==> config.mk <==
export PLATFORM = sky130hd
export DESIGN_NAME = itc_top
export DESIGN_NICKNAME = d
export VERILOG_FILES = /design/src/itc_pkg.sv /design/src/itc_sync.sv /design/src/itc_decode.sv /design/src/itc_top.sv
export SDC_FILE = /design/constraint.sdc
export NUM_CORES = 1
export LEC_CHECK = 0
export ABC_CLOCK_PERIOD_IN_PS = 4000
export BUFFER_PORTS_ARGS = -buffer_cell sky130_fd_sc_hd__buf_2
export CAP_MARGIN = 25
export CORE_MARGIN = 5
export CORE_UTILIZATION = 40
export DETAILED_ROUTE_END_ITERATION = 8
export GPL_TIMING_DRIVEN = 0
export PLACE_DENSITY = 0.65
export SLEW_MARGIN = 5
export SYNTH_ARGS = -nofsm -noshare
export SYNTH_HDL_FRONTEND = slang
export SYNTH_SLANG_ARGS = --single-unit
==> constraint.sdc <==
create_clock -name clk_i -period 4 [get_ports clk_i]
set_clock_uncertainty 0.15 [all_clocks]
set_input_delay 0.4 -clock clk_i [delete_from_list [all_inputs] [get_ports clk_i]]
set_output_delay 0.4 -clock clk_i [all_outputs]
set_load 0.02 [all_outputs]
==> src/itc_pkg.sv <==
// Package with register map, field positions and reset values for integration test control.
// Behaviour
// - Bit 0 selects integration mode; reset 0 keeps functional mode.
// - With bit 0 set, bit 1 enables RAM drive or read; reset 0 leaves RAM untouched.
// - Bit 2 selects write or read of the indexed walk-cache or buffer-unit RAM entry.
// - Bit 3 targets control-unit RAMs at 0, buffer-unit RAMs at 1.
// - With control unit targeted, bits 8:5 ignored; bit 4 picks the RAM.
// - One bit 4 value selects translation/prefetch RAM, direction from fault syndrome flag.
// - Other bit 4 value selects walk-cache RAM, direction from write-not-read flag.
// - With buffer unit targeted, field gives unit number; only log2 count bits valid.
// - Test input bit 0 returns the synchronised secure debug enable pin level.
// - Control register bits 31:9 are reserved with no function.
// - With RAM drive off, index register means buffer-unit performance interrupt data.
`default_nettype none

package itc_pkg;
   localparam logic [7:0]  ITC_OFF_CONTROL  = 8'h00;
   localparam logic [7:0]  ITC_OFF_TEST_IN  = 8'h04;
   localparam logic [7:0]  ITC_OFF_INDEX    = 8'h08;
   localparam logic [7:0]  ITC_OFF_STATUS   = 8'h0C;
   localparam int          ITC_BIT_INTG     = 0;
   localparam int          ITC_BIT_RAM      = 1;
   localparam int          ITC_BIT_WNR      = 2;
   localparam int          ITC_BIT_UNIT     = 3;
   localparam int          ITC_TGT_LO       = 4;
   localparam int          ITC_TGT_HI       = 8;
   localparam logic [8:0]  ITC_CONTROL_RST  = 9'h000;
   localparam logic [31:0] ITC_INDEX_RST    = 32'h0000_0000;
   localparam logic        ITC_WALK_CACHE_SEL = 1'b1;

   typedef enum logic [1:0] {
      ITC_RAM_NONE,
      ITC_RAM_XLATE,
      ITC_RAM_WALK,
      ITC_RAM_BUFFER
   } itc_ram_t;
endpackage : itc_pkg

`default_nettype wire

==> src/itc_sync.sv <==
// Two flip-flop synchroniser for one pin level.
`default_nettype none

module itc_sync (
   input  wire logic clk_i,
   input  wire logic rst_i,
   input  wire logic ce_i,
   input  wire logic d_i,
   output logic      q_o
);
   logic meta;
   logic next_meta;
   logic next_q;

   always_comb begin
      next_meta = rst_i ? 1'b0 : (ce_i ? d_i : meta);
      next_q    = rst_i ? 1'b0 : (ce_i ? meta : q_o);
   end

   always_ff @(posedge clk_i) begin
      meta <= next_meta;
      q_o  <= next_q;
   end
endmodule : itc_sync

`default_nettype wire

==> src/itc_decode.sv <==
// Decode of the integration control bits into a RAM target selection.
`default_nettype none

module itc_decode
   import itc_pkg::*;
#(
   parameter int UNIT_BITS = 5
) (
   input  wire logic [8:0]           control_i,
   output itc_ram_t                  ram_o,
   output logic [UNIT_BITS-1:0]      unit_o
);
   always_comb begin
      ram_o  = ITC_RAM_NONE;
      unit_o = '0;
      if (control_i[ITC_BIT_INTG] && control_i[ITC_BIT_RAM]) begin
         if (control_i[ITC_BIT_UNIT]) begin
            ram_o  = ITC_RAM_BUFFER;
            unit_o = control_i[ITC_TGT_LO +: UNIT_BITS];
         end else if (control_i[ITC_TGT_LO] == ITC_WALK_CACHE_SEL) begin
            ram_o = ITC_RAM_WALK;
         end else begin
            ram_o = ITC_RAM_XLATE;
         end
      end
   end
endmodule : itc_decode

`default_nettype wire

==> src/itc_top.sv <==
// Integration test control registers with a classic Wishbone slave.
//
// Local design decisions: the Wishbone interface to the registers and the register offsets.
`default_nettype none

module itc_top
   import itc_pkg::*;
#(
   parameter int UNIT_BITS = 5
) (
   input  wire logic                 clk_i,
   input  wire logic                 rst_i,
   input  wire logic                 ce_i,
   input  wire logic                 wb_cyc_i,
   input  wire logic                 wb_stb_i,
   input  wire logic                 wb_we_i,
   input  wire logic [7:0]           wb_adr_i,
   input  wire logic [3:0]           wb_sel_i,
   input  wire logic [31:0]          wb_dat_i,
   output logic [31:0]               wb_dat_o,
   output logic                      wb_ack_o,
   input  wire logic                 secure_debug_en_i,
   input  wire logic                 xlate_wnr_i,
   output logic                      integration_o,
   output logic                      ram_drive_o,
   output logic                      ram_write_o,
   output logic                      xlate_ram_sel_o,
   output logic                      walk_cache_ram_o,
   output logic                      buffer_ram_sel_o,
   output logic [UNIT_BITS-1:0]      buffer_unit_o,
   output logic [31:0]               ram_index_o,
   output logic [31:0]               perf_irq_info_o
);
   logic [8:0]           control;
   logic [8:0]           next_control;
   logic [31:0]          index;
   logic [31:0]          next_index;
   logic [31:0]          next_dat;
   logic                 next_ack;
   logic                 pin_level;
   logic                 wnr_sync;
   itc_ram_t             ram_sel;
   logic [UNIT_BITS-1:0] unit_sel;
   logic                 next_integ;
   logic                 next_drive;
   logic                 next_write;
   logic                 next_xlate;
   logic                 next_walk;
   logic                 next_buf;
   logic [UNIT_BITS-1:0] next_unit;
   logic [31:0]          next_ram_index;
   logic [31:0]          next_perf;
   logic                 wr_fire;

   itc_sync u_pin_sync (
      .clk_i (clk_i),
      .rst_i (rst_i),
      .ce_i  (ce_i),
      .d_i   (secure_debug_en_i),
      .q_o   (pin_level)
   );

   // The syndrome flag comes from logic elsewhere and may sit in another domain.
   itc_sync u_wnr_sync (
      .clk_i (clk_i),
      .rst_i (rst_i),
      .ce_i  (ce_i),
      .d_i   (xlate_wnr_i),
      .q_o   (wnr_sync)
   );

   itc_decode #(
      .UNIT_BITS (UNIT_BITS)
   ) u_decode (
      .control_i (control),
      .ram_o     (ram_sel),
      .unit_o    (unit_sel)
   );

   // The ack drops for a cycle after each answer, so one request gives one write.
   assign wr_fire = wb_cyc_i && wb_stb_i && wb_we_i && !wb_ack_o;

   // Writes are taken at any time; keeping them to the disabled state is software's duty.
   always_comb begin
      next_control = control;
      next_index   = index;
      if (wr_fire && wb_adr_i == ITC_OFF_CONTROL) begin
         if (wb_sel_i[0]) begin
            next_control[7:0] = wb_dat_i[7:0];
         end
         if (wb_sel_i[1]) begin
            next_control[8] = wb_dat_i[8];
         end
      end
      if (wr_fire && wb_adr_i == ITC_OFF_INDEX) begin
         for (int b = 0; b < 4; b++) begin
            if (wb_sel_i[b]) begin
               next_index[8*b +: 8] = wb_dat_i[8*b +: 8];
            end
         end
      end
      if (rst_i) begin
         next_control = ITC_CONTROL_RST;
         next_index   = ITC_INDEX_RST;
      end
   end

   always_comb begin
      next_ack = 1'b0;
      next_dat = 32'h0000_0000;
      if (wb_cyc_i && wb_stb_i && !wb_ack_o) begin
         next_ack = 1'b1;
         case (wb_adr_i)
            ITC_OFF_CONTROL: next_dat = {23'h000000, control};
            ITC_OFF_TEST_IN: next_dat = {31'h00000000, pin_level};
            ITC_OFF_INDEX:   next_dat = index;
            ITC_OFF_STATUS:  next_dat = {29'h00000000, wnr_sync, ram_sel};
            default:         next_dat = 32'h0000_0000;
         endcase
      end
      if (rst_i) begin
         next_ack = 1'b0;
         next_dat = 32'h0000_0000;
      end
   end

   always_comb begin
      next_integ     = control[ITC_BIT_INTG];
      next_drive     = (ram_sel != ITC_RAM_NONE);
      next_xlate     = (ram_sel == ITC_RAM_XLATE);
      next_walk      = (ram_sel == ITC_RAM_WALK);
      next_buf       = (ram_sel == ITC_RAM_BUFFER);
      next_unit      = unit_sel;
      next_write     = 1'b0;
      next_ram_index = 32'h0000_0000;
      next_perf      = 32'h0000_0000;
      case (ram_sel)
         ITC_RAM_XLATE:  next_write = wnr_sync;
         ITC_RAM_WALK:   next_write = control[ITC_BIT_WNR];
         ITC_RAM_BUFFER: next_write = control[ITC_BIT_WNR];
         default:        next_write = 1'b0;
      endcase
      if (next_drive) begin
         next_ram_index = index;
      end else begin
         next_perf = index;
      end
      if (rst_i) begin
         next_integ     = 1'b0;
         next_drive     = 1'b0;
         next_xlate     = 1'b0;
         next_walk      = 1'b0;
         next_buf       = 1'b0;
         next_unit      = '0;
         next_write     = 1'b0;
         next_ram_index = 32'h0000_0000;
         next_perf      = 32'h0000_0000;
      end
   end

   always_ff @(posedge clk_i) begin
      if (ce_i || rst_i) begin
         control          <= next_control;
         index            <= next_index;
         wb_ack_o         <= next_ack;
         wb_dat_o         <= next_dat;
         integration_o    <= next_integ;
         ram_drive_o      <= next_drive;
         ram_write_o      <= next_write;
         xlate_ram_sel_o  <= next_xlate;
         walk_cache_ram_o <= next_walk;
         buffer_ram_sel_o <= next_buf;
         buffer_unit_o    <= next_unit;
         ram_index_o      <= next_ram_index;
         perf_irq_info_o  <= next_perf;
      end
   end
endmodule : itc_top

`default_nettype wire

==> out/qor.csv <==
metric,value,unit
r2r_slack,2.20,ns
area_growth,27.72,%
crit_type,primary input to register,
cts_max_level,4,
end_kind,register,
cts_tree,built,
drtAntennaViolNets,0,
synthFlopType,edfxtp_1,
synth_edf_count,149,
synth_seq_cells,153,
stdcell_count,733,
pin_count,160,
vias,3502,
ir_worst_vdd,0.2805,mV
clockBufferDepth,2,
status,"finished, final reports clean",
grt_max_degree,61,
netlist_area,5889,um2
ys_types,35,
drc,0,
cp-start-kind,primary input,
n_fill_cell,1219,
die_area,17250,um2
slew_headroom,0.5151,
setup_viol,0,
hold_viol,0,
dieHeight,131.3,um
grt-ovfl-total,0,
final.setup.tns,0,ns
cts_hold_buffers,0,
via_per_inst,4.778,
yosys_warnings,0,
netlist.area_leader.share,0.7597,
clk_pin_slew,0.06,ns
powerDensity,509.8,nW/um2
syn_inst,358,
period_minus_slack,2.368,ns
grt.total_usage,0.1530,
final_cell_mix,"buf_2, edfxtp_1, and2_1",
wl_per_cell,17.90,um
grt_pass1_wl,20330,um
start_util,0.4068,
cts_resized,0,
clkLatencyLatePin,0.42,ns
dp_cells,700,
synthTopCellsByArea,"edfxtp_1, and2_1, nor2b_1, and3_1, mux2i_1",
period_share,0.5919,
hold_path.class,primary input to register,
postSynthAreaPerCell,16.45,um2
numCtsBuffers,17,
worstMarginPinSlew,0.7274,ns
layout_commonest_cell,buf_2,
multi_input_area,1232,um2
required,3.94,ns
report.final.slew_viol_count,0,
drtIter0Drc,177,
cap_viol_max_count,0,
ys_async_sr_fraction,0,
max_freq,0.4224,GHz
routed_wl,13120,um
dr.pass1.iters,4,
grt_pass1_vias,3579,
io_buffers,157,
cts_sinks,153,
synth_fp_nets,410,
yosysSeqAreaShare,0.7733,
rows,44,
dp_hpwl,9259,um
rsz0062_at_grt,no,
root_buffer,clkbuf_16,
place.gp.congestion,0.7617,
antenna_found_initial,2,
core,14480,um2
nets,587,
worstPathArrival,2.30,ns
path_max_fanout,60,
power.leakage,0.003280,uW
drive_gt1_frac,0.3814,
regArea,4554,um2
yosys.area.top_type,edfxtp_1,
die_w,131.3,um
post_cts_buffers,0,
## critical path, cell delays in order
cell and delay [ns]:
buf_2 0.08, buf_2 0.22, clkbuf_1 0.50, or2_4 0.70, buf_16 0.33
## cell usage after synthesis, drive strengths merged (3+ instances only)
cell type / instances
edfxtp: 149
and2: 71
nor2b: 35
and3: 25
mux2i: 12
clkbuf: 10
buf: 9
nor2: 9
nor3: 7
a41o: 4
dfxtp: 4
nand2: 3
## through the flow
step / area, um2 / setup WS [ns] / util / total power [uW] / hold slack (ns)
floorplan: 5889 / 1.190 / - / 2145 / 0.3101
global placement: 6905 / 0.2491 / 0.4769 / 2285 / 0.3247
detailed placement: 6935 / 1.147 / 0.4790 / 2294 / 0.3343
CTS: 7520 / 1.584 / 0.5194 / 3876 / 0.04684
global route: 7522 / 1.480 / 0.5195 / 3981 / 0.05188
finish: 7522 / 1.632 / 0.5195 / 3835 / 0.06599
## path summary, 6_finish.rpt
| kind | to | startpoint | depth (start not counted) |
|---|---|---|---|
| worst min-delay path | u_wnr_sync.meta$_SDFFE_PP0P_ | xlate_wnr_i | 3 |
| worst min register to register | u_wnr_sync.meta$_SDFFE_PP0P_ | u_wnr_sync.meta$_SDFFE_PP0P_ | 2 |
| worst max-delay path | ram_index_o[12]$_SDFFCE_PP0P_ | rst_i | 5 |
| worst max register to register | index[25]$_SDFFCE_PP0P_ | wb_ack_o$_SDFFCE_PP0P_ | 2 |
## sequential cells by signal, indices dropped and copies added (netlist names), 5 cells and up
name             cells
wb_dat_o            32
index               32
control              9
perf_irq_info_o     32
ram_index_o         32
buffer_unit_o        5
## layout make-up
type                       count  share of cell area
sequential                   153              0.6055
clock inverter                14             0.02063
clock buffer                  18             0.05705
antenna                        1           0.0003327
timing repair buffer         158              0.1081
inverter                       1           0.0004990
multi-input combinational    185              0.1638
buffer                        19             0.01347
tap                          184             0.03061
## kinds of logic (layout without fill, tap and decap cells)
group	Yosys count	after routing	synth area share
flip-flops	153	153	0.7733
buffers and inverters	20	210	0.01784
other	0	1	0
AND/OR/NAND/NOR	159	159	0.1691
multiplexers	13	13	0.02231
AO/OA/AOI/OAI	13	13	0.01742
## per-layer routing
layer / track usage / vias to the layer above / wire (um)
met2: 0.2494 / 138 / 6616
met5: 0 / - / 20
met4: 0.05257 / 2 / 106
met3: 0.06231 / 8 / 934
met1: 0.1852 / 1694 / 5445
li1: - / 1660 / -
## where the power goes
group          total [uW]  switching, uW  internal [uW]
registers            1920           43.0           1880
clock network        1580            610            972
logic                 331            216            114
total                3840            869           2970
No activity file was read; power rests on OpenSTA's default activity.
